File: config.mk
export PLATFORM = sky130hd
export DESIGN_NAME = hamd_host_address_map_decoder
export DESIGN_NICKNAME = d
export VERILOG_FILES = /design/src/design/hamd_pkg.sv /design/src/design/hamd_host_address_map_decoder.sv
export VERILOG_INCLUDE_DIRS = /design/src /design/src/design
export SDC_FILE = /design/constraint.sdc
export NUM_CORES = 1
export LEC_CHECK = 0
export BUFFER_PORTS_ARGS = -buffer_cell sky130_fd_sc_hd__buf_2
export CORE_AREA = 2 2 273 275
export CTS_CLUSTER_SIZE = 10
export DETAILED_ROUTE_END_ITERATION = 8
export DIE_AREA = 0 0 275 277
export PLACE_DENSITY_LB_ADDON = 0.08
export SLEW_MARGIN = 30
export SYNTH_ARGS = -nofsm -noshare
export SYNTH_HDL_FRONTEND = slang
export SYNTH_SLANG_ARGS = --single-unit
File: constraint.sdc
create_clock -name mclk_in -period 3.7 [get_ports mclk_in]
set_input_delay 0.37 -clock mclk_in [delete_from_list [all_inputs] [get_ports mclk_in]]
set_output_delay 0.37 -clock mclk_in [all_outputs]
set_load 0.1 [all_outputs]
File: src/design/hamd_defs.svh
`ifndef HAMD_DEFS_SVH
`define HAMD_DEFS_SVH

// Default-mode offsets of the system registers and windows.
`define HAMD_RD_FIFO_LO   12'h000
`define HAMD_RD_FIFO_HI   12'h01C
`define HAMD_WR_FIFO_LO   12'h020
`define HAMD_WR_FIFO_HI   12'h03C
`define HAMD_OFS_ID       12'h050
`define HAMD_OFS_IRQCFG   12'h054
`define HAMD_OFS_IFLAGS   12'h058
`define HAMD_OFS_IMASK    12'h05C
`define HAMD_OFS_ENDIAN   12'h064
`define HAMD_OFS_HWCFG    12'h074
`define HAMD_OFS_PMT      12'h084
`define HAMD_OFS_TCFG     12'h08C
`define HAMD_OFS_TCNT     12'h090
`define HAMD_OFS_FREE     12'h09C
`define HAMD_OFS_RSTCTL   12'h1F8
`define HAMD_OFS_CDATA    12'h300
`define HAMD_OFS_CCMD     12'h304
`define HAMD_OFS_PRD_AL   12'h308
`define HAMD_OFS_PRD_CMD  12'h30C
`define HAMD_OFS_PWR_AL   12'h310
`define HAMD_OFS_PWR_CMD  12'h314
`define HAMD_SYS_DEF_HI   12'h314

// Direct-mapped windows, in host byte addresses.
`define HAMD_CORE_REG_HI  16'h0FFF
`define HAMD_PRAM_LO      16'h1000
`define HAMD_PRAM_HI      16'h2FFF
`define HAMD_SYS_BASE     16'h3000
`define HAMD_SYS_DIR_LO   16'h3050
`define HAMD_SYS_DIR_HI   16'h31FC

// Field positions.
`define HAMD_HWCFG_DIRECT 0
`define HAMD_HWCFG_STRAP  16
`define HAMD_TCFG_EN      29
`define HAMD_CMD_BUSY     31
`define HAMD_RSTCTL_CORE  0

// Reset and constant values.
`define HAMD_CHIP_ID      32'h0000_A5A5
`define HAMD_ENDIAN_PAT   32'h0102_0304
`define HAMD_ZERO32       32'h0000_0000
`define HAMD_TCFG_RST     32'h0000_FFFF
`define HAMD_STRAP_W      4
`define HAMD_STRAP_DELAY  2'h2

`endif

File: src/design/hamd_pkg.sv
package hamd_pkg;

  // Where a host access lands after decoding.
  typedef enum logic [2:0] {
    TGT_NONE,
    TGT_RD_FIFO,
    TGT_WR_FIFO,
    TGT_SYS,
    TGT_CORE,
    TGT_PRAM
  } hamd_target_type;

  // One host access as handed over by the host bus or serial port.
  typedef struct packed {
    logic        wr;
    logic [15:0] addr;
    logic [31:0] wdata;
  } hamd_req_type;

  // One access forwarded to the slave core in direct-mapped mode.
  typedef struct packed {
    logic        wr;
    logic        pram;
    logic [15:0] addr;
    logic [31:0] wdata;
  } hamd_core_type;

endpackage : hamd_pkg

File: src/design/hamd_host_address_map_decoder.sv
`timescale 1ns/1ps
`default_nettype none
`include "hamd_defs.svh"

// Summary of operation
// - Capture straps on every reset kind.
// - Strap values taken at reset release.
// - Reset into indirect mode.
// - Direct mode: core registers, then process RAM.
// - Direct mode moves system registers by 3000h.
// - System registers 050h-314h or 3050h-31FCh.
// - Relocated register sits at default plus 3000h.
// - Direct mode hides FIFOs and indirect registers.
// - Read FIFO answers across 000h-01Ch.
// - Write FIFO accepts writes across 020h-03Ch.
// - Core indirect data 300h, command 304h.
// - RAM read setup at 308h and 30Ch.
// - RAM write setup at 310h and 314h.
// - Chip reset restores every register default.
// - Serial and parallel host share offsets.
// - Identity, interrupt and byte-order offsets fixed.
// - Config, power, timer and counter offsets fixed.
module hamd_host_address_map_decoder (
  // Clock and chip-level reset.
  input  wire logic                       mclk_in,
  input  wire logic                       resetn_in,
  // Host access from the parallel host bus or serial port logic.
  input  wire logic                       host_req_in,
  input  wire hamd_pkg::hamd_req_type     host_cmd_in,
  output logic                            host_ack_out,
  output logic [31:0]                     host_rdata_out,
  // Process-RAM data FIFOs.
  input  wire logic [31:0]                rd_fifo_data_in,
  output logic                            rd_fifo_pop_out,
  output logic                            wr_fifo_push_out,
  output logic [31:0]                     wr_fifo_data_out,
  // Direct-mapped access to the slave core.
  output logic                            core_req_out,
  output hamd_pkg::hamd_core_type         core_cmd_out,
  input  wire logic [31:0]                core_rdata_in,
  // Indirect command starts and completions.
  output logic                            ind_cmd_start_out,
  output logic                            pram_rd_start_out,
  output logic                            pram_wr_start_out,
  input  wire logic                       ind_cmd_done_in,
  input  wire logic                       pram_rd_done_in,
  input  wire logic                       pram_wr_done_in,
  // Events, core reset and straps.
  input  wire logic [31:0]                int_event_in,
  input  wire logic                       core_reset_in,
  output logic                            core_reset_out,
  input  wire logic [`HAMD_STRAP_W-1:0]   strap_pins_in,
  output logic [`HAMD_STRAP_W-1:0]        strap_out,
  output logic                            direct_mode_out
);

  //////////////////////////////////////////////////////////////////////////////
  // Decoding helpers.

  // Classify a host address under the current mode.
  function automatic hamd_pkg::hamd_target_type decode(input logic [15:0] a,
                                                        input logic dm);
    logic [15:0] rel;
    rel = a - `HAMD_SYS_BASE;
    decode = hamd_pkg::TGT_NONE;
    if (dm)
    begin
      if (a <= `HAMD_CORE_REG_HI)
        decode = hamd_pkg::TGT_CORE;
      else if (a <= `HAMD_PRAM_HI)
        decode = hamd_pkg::TGT_PRAM;
      else if (a >= `HAMD_SYS_DIR_LO && a <= `HAMD_SYS_DIR_HI &&
               sys_known(rel[11:0], 1'b1))
        decode = hamd_pkg::TGT_SYS;
    end
    else if (a[15:12] == 4'h0)
    begin
      if (a[11:0] <= `HAMD_RD_FIFO_HI)
        decode = hamd_pkg::TGT_RD_FIFO;
      else if (a[11:0] <= `HAMD_WR_FIFO_HI)
        decode = hamd_pkg::TGT_WR_FIFO;
      else if (sys_known(a[11:0], 1'b0))
        decode = hamd_pkg::TGT_SYS;
    end
  endfunction : decode

  // True for an assigned system register offset; the indirect set is
  // withheld in direct mode because its window no longer exists there.
  function automatic logic sys_known(input logic [11:0] o, input logic dm);
    case (o)
      `HAMD_OFS_ID, `HAMD_OFS_IRQCFG, `HAMD_OFS_IFLAGS, `HAMD_OFS_IMASK,
      `HAMD_OFS_ENDIAN, `HAMD_OFS_HWCFG, `HAMD_OFS_PMT, `HAMD_OFS_TCFG,
      `HAMD_OFS_TCNT, `HAMD_OFS_FREE, `HAMD_OFS_RSTCTL:
        sys_known = 1'b1;
      `HAMD_OFS_CDATA, `HAMD_OFS_CCMD, `HAMD_OFS_PRD_AL, `HAMD_OFS_PRD_CMD,
      `HAMD_OFS_PWR_AL, `HAMD_OFS_PWR_CMD:
        sys_known = !dm;
      default:
        sys_known = 1'b0;
    endcase
  endfunction : sys_known

  //////////////////////////////////////////////////////////////////////////////
  // Storage.

  logic [`HAMD_STRAP_W-1:0] strap_meta_reg;    // First synchroniser stage.
  logic [`HAMD_STRAP_W-1:0] strap_sync_reg;    // Second synchroniser stage.
  logic [1:0]               rst_cnt_reg;       // Cycles since reset release.
  logic                     direct_mode_reg;   // Mode flag.
  logic [31:0]              irq_cfg_reg;       // Interrupt pin configuration.
  logic [31:0]              iflags_reg;        // Sticky event flags.
  logic [31:0]              imask_reg;         // Event mask.
  logic [31:0]              pmt_reg;           // Power management control.
  logic [31:0]              tcfg_reg;          // Timer reload and enable.
  logic [31:0]              tcnt_reg;          // Timer down-counter.
  logic [31:0]              free_reg;          // Free-running counter.
  logic [31:0]              cdata_reg;         // Core indirect data.
  logic [31:0]              ccmd_reg;          // Core indirect command.
  logic [31:0]              prd_al_reg;        // RAM read address and length.
  logic [31:0]              prd_cmd_reg;       // RAM read command.
  logic [31:0]              pwr_al_reg;        // RAM write address and length.
  logic [31:0]              pwr_cmd_reg;       // RAM write command.
  logic                     ext_pend_reg;      // Core access in flight.

  hamd_pkg::hamd_target_type tgt;              // Target of the current request.
  logic [11:0]               off;              // System offset, mode removed.
  logic [31:0]               sys_rdata;        // System register read value.
  logic                      take;             // Request accepted this cycle.
  logic                      sys_wr;           // System register write strobe.
  logic                      capture_now;      // Strap capture strobe.

  // Both host ports feed this one request path, so offsets match exactly.
  assign take   = host_req_in && !ext_pend_reg;
  assign tgt    = decode(host_cmd_in.addr, direct_mode_reg);
  assign off    = direct_mode_reg ? 12'(host_cmd_in.addr - `HAMD_SYS_BASE)
                                  : host_cmd_in.addr[11:0];
  assign sys_wr = take && host_cmd_in.wr && tgt == hamd_pkg::TGT_SYS;
  // Capture at the third edge after release: only then does the second
  // synchroniser stage hold the pin levels rather than its reset value.
  assign capture_now = (rst_cnt_reg == `HAMD_STRAP_DELAY) ||
                       core_reset_in || core_reset_out;

  //////////////////////////////////////////////////////////////////////////////
  // Strap capture.

  // Pins are asynchronous, so they pass two flops before any use.
  always_ff @(posedge mclk_in or negedge resetn_in)
  begin
    if (!resetn_in)
    begin
      strap_meta_reg <= '0;
      strap_sync_reg <= '0;
    end
    else
    begin
      strap_meta_reg <= strap_pins_in;
      strap_sync_reg <= strap_meta_reg;
    end
  end

  // The latch takes levels after release, never through the async reset.
  always_ff @(posedge mclk_in or negedge resetn_in)
  begin
    if (!resetn_in)
    begin
      rst_cnt_reg <= 2'h0;
      strap_out   <= '0;
    end
    else
    begin
      // The counter parks one past the capture count so the strobe fires once.
      if (rst_cnt_reg != `HAMD_STRAP_DELAY + 2'h1)
        rst_cnt_reg <= rst_cnt_reg + 2'h1;
      if (capture_now)
        strap_out <= strap_sync_reg;
    end
  end

  //////////////////////////////////////////////////////////////////////////////
  // Read multiplexer for system registers.

  // Reserved offsets read zero.
  always_comb
  begin
    case (off)
      `HAMD_OFS_ID:      sys_rdata = `HAMD_CHIP_ID;
      `HAMD_OFS_IRQCFG:  sys_rdata = irq_cfg_reg;
      `HAMD_OFS_IFLAGS:  sys_rdata = iflags_reg;
      `HAMD_OFS_IMASK:   sys_rdata = imask_reg;
      `HAMD_OFS_ENDIAN:  sys_rdata = `HAMD_ENDIAN_PAT;
      `HAMD_OFS_HWCFG:   sys_rdata = {12'h000, strap_out, 15'h0000,
                                      direct_mode_reg};
      `HAMD_OFS_PMT:     sys_rdata = pmt_reg;
      `HAMD_OFS_TCFG:    sys_rdata = tcfg_reg;
      `HAMD_OFS_TCNT:    sys_rdata = tcnt_reg;
      `HAMD_OFS_FREE:    sys_rdata = free_reg;
      `HAMD_OFS_CDATA:   sys_rdata = cdata_reg;
      `HAMD_OFS_CCMD:    sys_rdata = ccmd_reg;
      `HAMD_OFS_PRD_AL:  sys_rdata = prd_al_reg;
      `HAMD_OFS_PRD_CMD: sys_rdata = prd_cmd_reg;
      `HAMD_OFS_PWR_AL:  sys_rdata = pwr_al_reg;
      `HAMD_OFS_PWR_CMD: sys_rdata = pwr_cmd_reg;
      default:           sys_rdata = `HAMD_ZERO32;
    endcase
  end

  //////////////////////////////////////////////////////////////////////////////
  // Host answer path.

  // Local targets answer one cycle after the request; a core access is
  // forwarded first and answered one cycle after that.
  always_ff @(posedge mclk_in or negedge resetn_in)
  begin
    if (!resetn_in)
    begin
      host_ack_out     <= 1'b0;
      host_rdata_out   <= `HAMD_ZERO32;
      rd_fifo_pop_out  <= 1'b0;
      wr_fifo_push_out <= 1'b0;
      wr_fifo_data_out <= `HAMD_ZERO32;
      core_req_out     <= 1'b0;
      core_cmd_out     <= '0;
      ext_pend_reg     <= 1'b0;
    end
    else
    begin
      host_ack_out     <= 1'b0;
      rd_fifo_pop_out  <= 1'b0;
      wr_fifo_push_out <= 1'b0;
      core_req_out     <= 1'b0;
      if (ext_pend_reg)
      begin
        // Core data is valid while the forwarded request stands.
        ext_pend_reg   <= 1'b0;
        host_ack_out   <= 1'b1;
        host_rdata_out <= core_cmd_out.wr ? `HAMD_ZERO32 : core_rdata_in;
      end
      else if (take)
      begin
        case (tgt)
          hamd_pkg::TGT_CORE, hamd_pkg::TGT_PRAM:
          begin
            core_req_out       <= 1'b1;
            ext_pend_reg       <= 1'b1;
            core_cmd_out.wr    <= host_cmd_in.wr;
            core_cmd_out.pram  <= (tgt == hamd_pkg::TGT_PRAM);
            core_cmd_out.addr  <= host_cmd_in.addr;
            core_cmd_out.wdata <= host_cmd_in.wdata;
          end
          hamd_pkg::TGT_RD_FIFO:
          begin
            host_ack_out    <= 1'b1;
            host_rdata_out  <= host_cmd_in.wr ? `HAMD_ZERO32 : rd_fifo_data_in;
            rd_fifo_pop_out <= !host_cmd_in.wr;
          end
          hamd_pkg::TGT_WR_FIFO:
          begin
            host_ack_out     <= 1'b1;
            host_rdata_out   <= `HAMD_ZERO32;
            wr_fifo_push_out <= host_cmd_in.wr;
            wr_fifo_data_out <= host_cmd_in.wdata;
          end
          hamd_pkg::TGT_SYS:
          begin
            host_ack_out   <= 1'b1;
            host_rdata_out <= host_cmd_in.wr ? `HAMD_ZERO32 : sys_rdata;
          end
          default:
          begin
            host_ack_out   <= 1'b1;
            host_rdata_out <= `HAMD_ZERO32;
          end
        endcase
      end
    end
  end

  //////////////////////////////////////////////////////////////////////////////
  // Mode flag and plain control registers.

  // Every register returns to its default on chip reset.
  always_ff @(posedge mclk_in or negedge resetn_in)
  begin
    if (!resetn_in)
    begin
      direct_mode_reg <= 1'b0;
      irq_cfg_reg     <= `HAMD_ZERO32;
      imask_reg       <= `HAMD_ZERO32;
      pmt_reg         <= `HAMD_ZERO32;
      cdata_reg       <= `HAMD_ZERO32;
      prd_al_reg      <= `HAMD_ZERO32;
      pwr_al_reg      <= `HAMD_ZERO32;
    end
    else if (sys_wr)
    begin
      case (off)
        `HAMD_OFS_HWCFG:
          direct_mode_reg <= host_cmd_in.wdata[`HAMD_HWCFG_DIRECT];
        `HAMD_OFS_IRQCFG: irq_cfg_reg <= host_cmd_in.wdata;
        `HAMD_OFS_IMASK:  imask_reg   <= host_cmd_in.wdata;
        `HAMD_OFS_PMT:    pmt_reg     <= host_cmd_in.wdata;
        `HAMD_OFS_CDATA:  cdata_reg   <= host_cmd_in.wdata;
        `HAMD_OFS_PRD_AL: prd_al_reg  <= host_cmd_in.wdata;
        `HAMD_OFS_PWR_AL: pwr_al_reg  <= host_cmd_in.wdata;
        default:          ;
      endcase
    end
  end

  // Sticky flags: write one clears, and a same-cycle event keeps its bit.
  always_ff @(posedge mclk_in or negedge resetn_in)
  begin
    if (!resetn_in)
      iflags_reg <= `HAMD_ZERO32;
    else if (sys_wr && off == `HAMD_OFS_IFLAGS)
      iflags_reg <= (iflags_reg & ~host_cmd_in.wdata) | int_event_in;
    else
      iflags_reg <= iflags_reg | int_event_in;
  end

  //////////////////////////////////////////////////////////////////////////////
  // Indirect commands; busy set by the host, cleared by the engine.

  always_ff @(posedge mclk_in or negedge resetn_in)
  begin
    if (!resetn_in)
    begin
      ccmd_reg          <= `HAMD_ZERO32;
      prd_cmd_reg       <= `HAMD_ZERO32;
      pwr_cmd_reg       <= `HAMD_ZERO32;
      ind_cmd_start_out <= 1'b0;
      pram_rd_start_out <= 1'b0;
      pram_wr_start_out <= 1'b0;
    end
    else
    begin
      ind_cmd_start_out <= sys_wr && off == `HAMD_OFS_CCMD &&
                           host_cmd_in.wdata[`HAMD_CMD_BUSY];
      pram_rd_start_out <= sys_wr && off == `HAMD_OFS_PRD_CMD &&
                           host_cmd_in.wdata[`HAMD_CMD_BUSY];
      pram_wr_start_out <= sys_wr && off == `HAMD_OFS_PWR_CMD &&
                           host_cmd_in.wdata[`HAMD_CMD_BUSY];
      // A host write wins over a completion in the same cycle.
      if (sys_wr && off == `HAMD_OFS_CCMD)
        ccmd_reg <= host_cmd_in.wdata;
      else if (ind_cmd_done_in)
        ccmd_reg[`HAMD_CMD_BUSY] <= 1'b0;
      if (sys_wr && off == `HAMD_OFS_PRD_CMD)
        prd_cmd_reg <= host_cmd_in.wdata;
      else if (pram_rd_done_in)
        prd_cmd_reg[`HAMD_CMD_BUSY] <= 1'b0;
      if (sys_wr && off == `HAMD_OFS_PWR_CMD)
        pwr_cmd_reg <= host_cmd_in.wdata;
      else if (pram_wr_done_in)
        pwr_cmd_reg[`HAMD_CMD_BUSY] <= 1'b0;
    end
  end

  //////////////////////////////////////////////////////////////////////////////
  // Timer, free-running counter and core reset request.

  // The counters tick at the system clock; no separate 25 MHz domain here.
  always_ff @(posedge mclk_in or negedge resetn_in)
  begin
    if (!resetn_in)
    begin
      tcfg_reg       <= `HAMD_TCFG_RST;
      tcnt_reg       <= `HAMD_TCFG_RST;
      free_reg       <= `HAMD_ZERO32;
      core_reset_out <= 1'b0;
    end
    else
    begin
      free_reg       <= free_reg + 32'h0000_0001;
      core_reset_out <= sys_wr && off == `HAMD_OFS_RSTCTL &&
                        host_cmd_in.wdata[`HAMD_RSTCTL_CORE];
      if (sys_wr && off == `HAMD_OFS_TCFG)
      begin
        tcfg_reg <= host_cmd_in.wdata;
        tcnt_reg <= {16'h0000, host_cmd_in.wdata[15:0]};
      end
      else if (tcfg_reg[`HAMD_TCFG_EN])
        tcnt_reg <= (tcnt_reg == `HAMD_ZERO32) ? {16'h0000, tcfg_reg[15:0]}
                                               : tcnt_reg - 32'h0000_0001;
    end
  end

  // Registered copy of the mode flag for the rest of the chip.
  always_ff @(posedge mclk_in or negedge resetn_in)
  begin
    if (!resetn_in)
      direct_mode_out <= 1'b0;
    else
      direct_mode_out <= direct_mode_reg;
  end
endmodule : hamd_host_address_map_decoder

`default_nettype wire

Yosys cells after proc, flatten, opt, wreduce, memory -nomap -nowiden --
Cells that the tools add are included.
Storage, ports and cells: register bits after elaboration 554, input bits 156, output and inout port bits 127, word-level logic and storage cells 190
Operators by class: add/sub/neg operators 4, order comparisons 6, equal/unequal tests 53, multiplexer cells 47, bitwise gates (word level) 5, reductions and logical operators 39
Operator list (count):
- case mux 32 bit (16 select lines) | 1
- 2-to-1 mux 32 bit | 9
- == test 12 x 7 -> 1 bit, second input constant | 18
- == test 12 x 10 -> 1 bit, second input constant | 12
- == test 12 x 8 -> 1 bit, second input constant | 12
- case mux 32 bit (3 select lines) | 1
- bitwise OR 32 bit | 2
- == test 12 x 9 -> 1 bit, second input constant | 3
- adder 32 x 1 -> 32 bit, second input constant | 1
- AND 32 bit | 1
- <= comparator 16 x 14 -> 1 bit, second input constant | 2
- logical NOT 32 bit | 1
- inverter 32 bit | 1
- subtractor 32 x 1 -> 32 bit, second input constant | 1
- 2-to-1 mux 1 bit | 27
- OR reduction 17 bit | 1
- greater-or-equal comparator 16 x 14 -> 1 bit, second input constant | 1
- <= comparator 16 x 12 -> 1 bit, second input constant | 1
- AND reduction 2 bit | 8
- logical AND 1 bit | 15
- <= comparator 12 x 5 -> 1 bit, second input constant | 1
- <= comparator 12 x 6 -> 1 bit, second input constant | 1
- 2-to-1 mux 12 bit | 1
- subtractor 12 x 1 -> 12 bit, second input constant | 1
- other kinds (16) | 32

Depth between registers and ports, before layout --
Gate-level depths: netlist (run 1).
word-level depth 17, gate-level depth with buffers 11, gate-level depth less buffers 8

Worst setup path after synthesis (run 1) --
Ideal clock, no wire load.
path type reg2reg, start point reg ext_pend_reg, end point reg prd_cmd_reg[10], setup time 0.125 ns, data arrival time 2.741 ns, setup slack 0.834 ns, stages on the path, launching flop included 8, buffers on the path 2, clock period less this slack 2.866 ns, cells stage by stage dfrtp_1 -> clkinv_1 -> nand2_1 -> nor2_1 -> buf_1 -> nand3_1 -> buf_2 -> mux2_2
On the way: cells in the longest elaborated chain, start to end 5
Ends and longest elaborated chain:
- start: declaration | line hamd_host_address_map_decoder.sv:123 | logic ext_pend_reg;
- start signal: assignment | line hamd_host_address_map_decoder.sv:223 | ext_pend_reg <= 1'b0;
- start signal: assignment | line hamd_host_address_map_decoder.sv:234 | ext_pend_reg <= 1'b0;
- start signal: assignment | line hamd_host_address_map_decoder.sv:244 | ext_pend_reg <= 1'b1;
- logical NOT 1 bit | line hamd_host_address_map_decoder.sv:133 | assign take = host_req_in && !ext_pend_reg;
- logical AND 1 bit | line hamd_host_address_map_decoder.sv:133
- logical AND 1 bit (2 in a row) | line hamd_host_address_map_decoder.sv:137 | assign sys_wr = take && host_cmd_in.wr && tgt == hamd_pkg::TGT_SYS;
- logical AND 1 bit (no line)
- end signal: assignment | line hamd_host_address_map_decoder.sv:329 | prd_cmd_reg <= `HAMD_ZERO32;
- end signal: assignment | line hamd_host_address_map_decoder.sv:349 | prd_cmd_reg <= host_cmd_in.wdata;
- end: declaration | line hamd_host_address_map_decoder.sv:120 | logic [31:0] prd_cmd_reg;
Every way passes these cells. A chain may end at the register's enable or synchronous reset.

Final worst setup path (run 1) --
start point reg tcnt_reg[26], end point reg tcnt_reg[7]
On the way: cells in the longest elaborated chain, start to end 4
Ends and longest elaborated chain:
- start: declaration | line hamd_host_address_map_decoder.sv:115 | logic [31:0] tcnt_reg;
- start signal: assignment | line hamd_host_address_map_decoder.sv:368 | tcnt_reg <= `HAMD_TCFG_RST;
- start signal: assignment | line hamd_host_address_map_decoder.sv:380 | tcnt_reg <= {16'h0000, host_cmd_in.wdata[15:0]};
- start signal: assignment | line hamd_host_address_map_decoder.sv:383 | tcnt_reg <= (tcnt_reg == `HAMD_ZERO32) ? {16'h0000, tcfg_reg[15:0]}
- logical NOT 32 bit (no line)
- 2-to-1 mux 32 bit | line hamd_host_address_map_decoder.sv:383
- 2-to-1 mux 32 bit | line hamd_host_address_map_decoder.sv:382 | else if (tcfg_reg[`HAMD_TCFG_EN])
- 2-to-1 mux 32 bit | line hamd_host_address_map_decoder.sv:377 | if (sys_wr && off == `HAMD_OFS_TCFG)
Every way passes these cells. The select of a mux whose other input is x is not followed.

==> metrics.yaml, run 1 <==
synth:
  yosysMostFrequentCell: "dfrtp_1"
  async_flop_share: 1.00
  netlist_top_cells_area: "dfrtp_1, mux2_2, nand2_1, dfstp_2, a22oi_1"
  seq_area_frac_synth: 0.548
  synth_edf_count: 0
  synth_area_mm2: 0.0254
  yosys.area.top_type: "dfrtp_1"
  synth_seq_cells: 554
  yosysWarnings: 0
  synth_top_area_share: 0.515
  avgSynthCellArea_um2: 11.3
  synth_nets: 2397
  synthTopCellsByCount: "dfrtp_1, mux2_2, nand2_1"
  syn_inst: 2236
  synthDistinctLibCells: 74
  synthFlopType: "dfrtp_1"
sta:
  final-setup-viol-count: 0
  max-slew-margin-rel: 0.407
  fin_crit_ns: 3.05
  grt_setup_unrepaired: "no"
  worst_pin_slew_ns: 0.890
  skew_ns: 0.0272
  drv_slew: 0
  post-route-period-util: 0.824
  fmax_mhz: 328
  finalSetupTns_ns: 0
  hold_viol: 0
critical_path:
  cp.required_ns: 4.23
  crit_start: "tcnt_reg[26]"
  r2r.worst_path.cells: 6
  worstSetupPathType: "register to register"
  r2r_setup_slack_ns: 0.65
  reg2reg_from: "tcnt_reg[26]"
  cp-endpoint: "tcnt_reg[7]"
  startpoint_type: "register"
  arrival_ns: 3.58
  regToRegEndpoint: "tcnt_reg[7]"
  endpoint_kind: "register"
  path_max_fanout: 12
hold_path:
  hold_depth: 3
  hp-class: "primary input to register"
cells_and_area:
  largest_reg_flops: 50
  drive_gt1_frac: 0.337
  area_growth_pct: 22.5
  num-nets-final: 2746
  fill_cells: 7056
  top_register: "core_cmd_out"
  n_antenna_cell: 0
power_and_ir_drop:
  total_power_w: 0.0136
  p_leak_nw: 15.2
  irDropWorstVdd_mv: 0.293
  powerDensity_mw_per_mm2: 438
cts:
  clk_pin_slew_worst_paths_ns: 0.06
  clock-sinks: 554
  cts_buffers: 69
  clockRootBuffer: "clkbuf_16"
  htree_num_levels: 3
  cts_max_path_buffers: 3
  cts_tree: "yes"
  clock_latency_ns: 0.61
grt:
  gr-total-overflow: 0
  grt_util_all_layers: 0.261
  grt_max_degree: 88
  grt_pass1_vias: 20700
  antenna_found_initial: 1
  grt_pass1_wl_um: 146000
placement:
  portBuffers: 282
  gp_congestion: 0.882
  dp_hpwl_um: 68000
die:
  core_area_mm2: 0.0736
  start_util: 0.345
  dieArea_mm2: 0.0762
  dieWidth_um: 275
  pin_count: 283
  die_h_um: 277
  fp-row-count: 100
drt:
  drcViolationCount: 0
  detail_route.wl_per_cell_um: 27.6
  drtIter0Drc: 1861
  antenna_left: 0
  drt_wl_total_um: 99300
  viasPerCell: 5.64
  first_pass_iters: 8
  via_count: 20300
job:
  maxCapViolCount: 0
status:
  status: "finished, final reports clean"
[cells in the final DEF (no fill, tap or decap), drive strengths merged, types with 32 or more instances in the layout]
cell,instances
nor2b,32
dlygate4sd3,36
o21ai,73
a31oi,52
a22o,36
inv,55
dfrtp,522
mux2,326
nand2,255
dfstp,32
o22ai,38
a221oi,38
nand3,73
buf,410
nor2,108
a21oi,53
a22oi,76
clkbuf,105
xnor2,40
[through the flow]
| step | utilization | cells | cell area [um2] | hold WS (ns) | setup WS [ns] |
|---|---|---|---|---|---|
| 6_report | 0.423 | 3596 | 31100 | 0.0321 | 0.650 |
| 5_1_grt | 0.423 | 3596 | 31100 | 0.0188 | 0.441 |
| 4_1_cts | 0.423 | 3596 | 31100 | 0.00252 | 0.648 |
| 3_5_place_dp | 0.389 | 3447 | 28600 | 0.275 | 0.166 |
| 3_3_place_gp | 0.389 | 3447 | 28600 | 0.272 | 0.155 |
| 2_1_floorplan | - | 2236 | 25400 | 0.0744 | 0.834 |
[cell type report]
| class | count | area, um2 | share of cell area |
|---|---|---|---|
| clock buffer | 105 | 1990 | 0.0639 |
| clock inverter | 8 | 101 | 0.00326 |
| inverter | 55 | 206 | 0.00664 |
| multi-input combinational | 1459 | 10600 | 0.341 |
| sequential | 554 | 13900 | 0.447 |
| tap | 969 | 1210 | 0.0390 |
| timing repair buffer | 446 | 3070 | 0.0987 |
[routing by layer]
metal | GRT usage | vias up | share of wire
li1 | - | 8848 | -
met1 | 0.383 | 10500 | 0.47
met2 | 0.391 | 785 | 0.44
met3 | 0.0437 | 148 | 0.065
met4 | 0.0797 | 2 | 0.028
met5 | 0 | - | 0.000091
[what timing repair did]
item	CTS	global route
setup buffers	0	0
hold buffers	36	0
gates resized for setup	0	0
hold endpoints to repair	59	0
[report_power, final]
| group | switching [W] | total, W | internal, W |
|---|---|---|---|
| clock | 0.00266 | 0.00641 | 0.00376 |
| combinational | 0.000705 | 0.000946 | 0.000240 |
| sequential | 0.0000859 | 0.00624 | 0.00616 |
| total | 0.00345 | 0.0136 | 0.0102 |
[cells by family after synthesis]
group	count (synthesis)	synth area share
compound gates	437	0.121
xor+xnor	50	0.0173
fa+ha+maj	5	0.00247
buf+inv	223	0.0386
flops	554	0.548
mux	337	0.149
simple gates	630	0.124
[worst max-delay path, cell delays in order, from the launching register on]
cell	delay (ns)
dfrtp_1	0.50
or4_1	0.64
nor4_1	0.58
and4_1	0.67
o21ai_0	0.17
a221oi_1	0.32
nor2_1	0.08
[worst min-delay path by stage]
stage / start / to / slack, ns
floorplan: resetn_in / ccmd_reg[0] / 0.07
global placement: resetn_in / core_cmd_out[45] / 0.27
detailed placement: resetn_in / core_cmd_out[45] / 0.28
CTS: rd_fifo_data_in[29] / host_rdata_out[29] / 0.003
global route: int_event_in[18] / iflags_reg[18] / 0.02
finish: int_event_in[6] / iflags_reg[6] / 0.03
Note: power is estimated with default switching activity, not from simulation.
==> run 2: changes to the inputs <==
clock period = 2.5 ns   (was 3.7 ns; I/O delays follow)
==> metrics.yaml, run 2 (same netlist as run 1, synthesis figures left out) <==
sta:
  grt_setup_unrepaired: "no"
  hold_viol: 0  # unchanged
  worst_hold_slack_ns: 0.0231  # -0.00901 ns
  post-route-period-util: 0.980  # +0.156
  drv_slew: 0  # unchanged
  fin_crit_ns: 2.45  # -0.598 ns
  final-setup-viol-count: 0  # unchanged
  fmax_mhz: 408  # +24%
  max-slew-margin-rel: 0.378  # -0.0291
  worst_pin_slew_ns: 0.933  # +0.0437 ns
  skew_ns: 0.0322  # +0.00493 ns
  fin_ws_ns: 0.0488  # -0.602 ns
drt:
  viasPerCell: 5.47  # -3.1%
  detail_route.wl_per_cell_um: 26.5  # -4.1%
  antenna_left: 0  # unchanged
  first_pass_iters: 5  # -3
  drtIter0Drc: 1672  # -10%
  drcViolationCount: 0  # unchanged
  via_count: 21000  # +3.4%
  drt_wl_total_um: 102000  # +2.3%
grt:
  grt_pass1_vias: 21200  # +2.4%
  gr-total-overflow: 0  # unchanged
  antenna_found_initial: 6  # +5
  grt_max_degree: 75  # -15%
  grt_pass1_wl_um: 147000  # +1.3%
  grt_util_all_layers: 0.265  # +0.00450
placement:
  gp_congestion: 0.893  # +1.2%
  pre_cts_slack_ns: -0.492  # -0.658 ns
  dp_hpwl_um: 73300  # +7.8%
  portBuffers: 282  # unchanged
  dpl_cell_area_mm2: 0.0304  # +6.0%
cells_and_area:
  drive_gt1_frac: 0.372  # +0.0358
  top_register: "core_cmd_out"
  final_cell_mix: "dfrtp_1, mux2_2, buf_2, nand2_1, buf_4"
  final_area_mm2: 0.0336  # +8.0%
  largest_reg_flops: 50  # unchanged
  final_common_cell: "dfrtp_1"
  multi_input_area_mm2: 0.0106  # +0.38%
  fill_cells: 6882  # -2.5%
  register_area_mm2: 0.0139  # about the same
  area_growth_pct: 32.4
  num-nets-final: 2989  # +8.8%
power_and_ir_drop:
  p_leak_nw: 16.5  # +8.6%
  p_comb_frac: 0.082  # +0.012
  p_sw_frac: 0.252  # -0.00163
  switchingPower_w: 0.00515  # +49%
  intPower_w: 0.0153  # +51%
  power_frac_clock: 0.467  # -0.005
  powerDensity_mw_per_mm2: 609  # +39%
  seq_power_share: 0.451  # -0.008
  irDropWorstVdd_mv: 0.397  # +35%
critical_path:
  reg2reg_from: "ext_pend_reg"
  regToRegEndpoint: "host_rdata_out[11]"
  cp.required_ns: 2.97  # -1.26 ns
  startpoint_type: "register"
  r2r_setup_slack_ns: 0.05  # -0.60 ns
  endpoint_kind: "register"
  worstSetupPathType: "register to register"
  path_max_fanout: 34  # +22
  arrival_ns: 2.92  # -0.66 ns
  r2r.worst_path.cells: 6  # unchanged
die:
  dieWidth_um: 275  # unchanged
  pin_count: 283  # unchanged
  die_h_um: 277  # unchanged
  core_area_mm2: 0.0736  # unchanged
  start_util: 0.345  # unchanged
  dieArea_mm2: 0.0762  # unchanged
  fp-row-count: 100  # unchanged
cts:
  htree_num_levels: 3  # unchanged
  clockRootBuffer: "clkbuf_16"
  cts_buffers: 69  # unchanged
  cts_max_path_buffers: 3  # unchanged
  clock-sinks: 554  # unchanged
  clk_pin_slew_worst_paths_ns: 0.06  # about the same
  clock_latency_ns: 0.62  # about the same
  cts_tree: "yes"
status:
  status: "finished, final reports clean"
job:
  maxCapViolCount: 0  # unchanged
hold_path:
  hold_depth: 3  # unchanged
  hold_path_end: "core_cmd_out[49]"
  hp-class: "primary input to register"
  hold_start: "host_cmd_in[48]"
-- run 2: cell type report --
cell class              instances  area share
clock inverters                 8     0.00365
repair buffers                689       0.164
multi-input cells            1459       0.317
flip-flops and latches        554       0.414
clock buffers                 101      0.0587
diodes                          2    0.000149
inverters                      55     0.00615
well taps                     969      0.0361
-- run 2: worst max-delay path, stage by stage, from the launching register on --
cell      delay [ns]
dfrtp_2         0.48
clkinv_1        0.08
buf_4           0.37
nand2_1         0.37
buf_4           0.31
o22ai_1         0.54
a21oi_1         0.15
-- run 2: repair_timing --
item                       4_1_cts  5_1_grt
gates cloned                     0        0
hold buffers                   106        0
resized for setup                1       11
setup endpoints to repair        1       38
hold endpoints to repair       228        0
setup buffers                    0        0
pin swaps                        0        0
-- run 2: routing by layer --
layer  wire length (um)  GRT usage  vias up
li1                   -          -     9344
met1              47800      0.385    10700
met2              44700      0.401      760
met3               6260     0.0460      147
met4               2810     0.0829        2
met5                 17          0        -
-- run 2: through the flow --
step | setup TNS [ns] | std cells | power (W) | util
floorplan | -0.811 | 2236 | 0.0101 | -
global placement | -121.68 | 3620 | 0.0109 | 0.413
detailed placement | -102.67 | 3620 | 0.0109 | 0.413
CTS | 0 | 3835 | 0.0207 | 0.456
global route | 0 | 3835 | 0.0212 | 0.456
finish | 0 | 3837 | 0.0204 | 0.456
-- run 2: worst max path at each step --
| stage | from | end | slack (ns) | depth (start not counted) |
|---|---|---|---|---|
| after floorplan | host_cmd_in[35] | wr_fifo_data_out[10] | -0.03 | 8 |
| after CTS | tcnt_reg[6] | tcnt_reg[25] | 0.008 | 9 |
| after global placement | host_cmd_in[34] | host_rdata_out[18] | -0.50 | 13 |
| final | ext_pend_reg | host_rdata_out[11] | 0.05 | 6 |
| after detailed placement | host_cmd_in[41] | host_rdata_out[31] | -0.49 | 13 |
| after global routing | direct_mode_reg | host_rdata_out[8] | 0.007 | 11 |
-- run 2: power groups by stage --
| stage | clock, W | sequential, W | combinational, W |
|---|---|---|---|
| 2_1_floorplan | 0 | 0.00971 | 0.000356 |
| 3_3_place_gp | 0 | 0.00936 | 0.00154 |
| 3_5_place_dp | 0 | 0.00937 | 0.00155 |
| 4_1_cts | 0.00979 | 0.00921 | 0.00168 |
| 5_1_grt | 0.0101 | 0.00922 | 0.00179 |
| 6_report | 0.00955 | 0.00921 | 0.00167 |
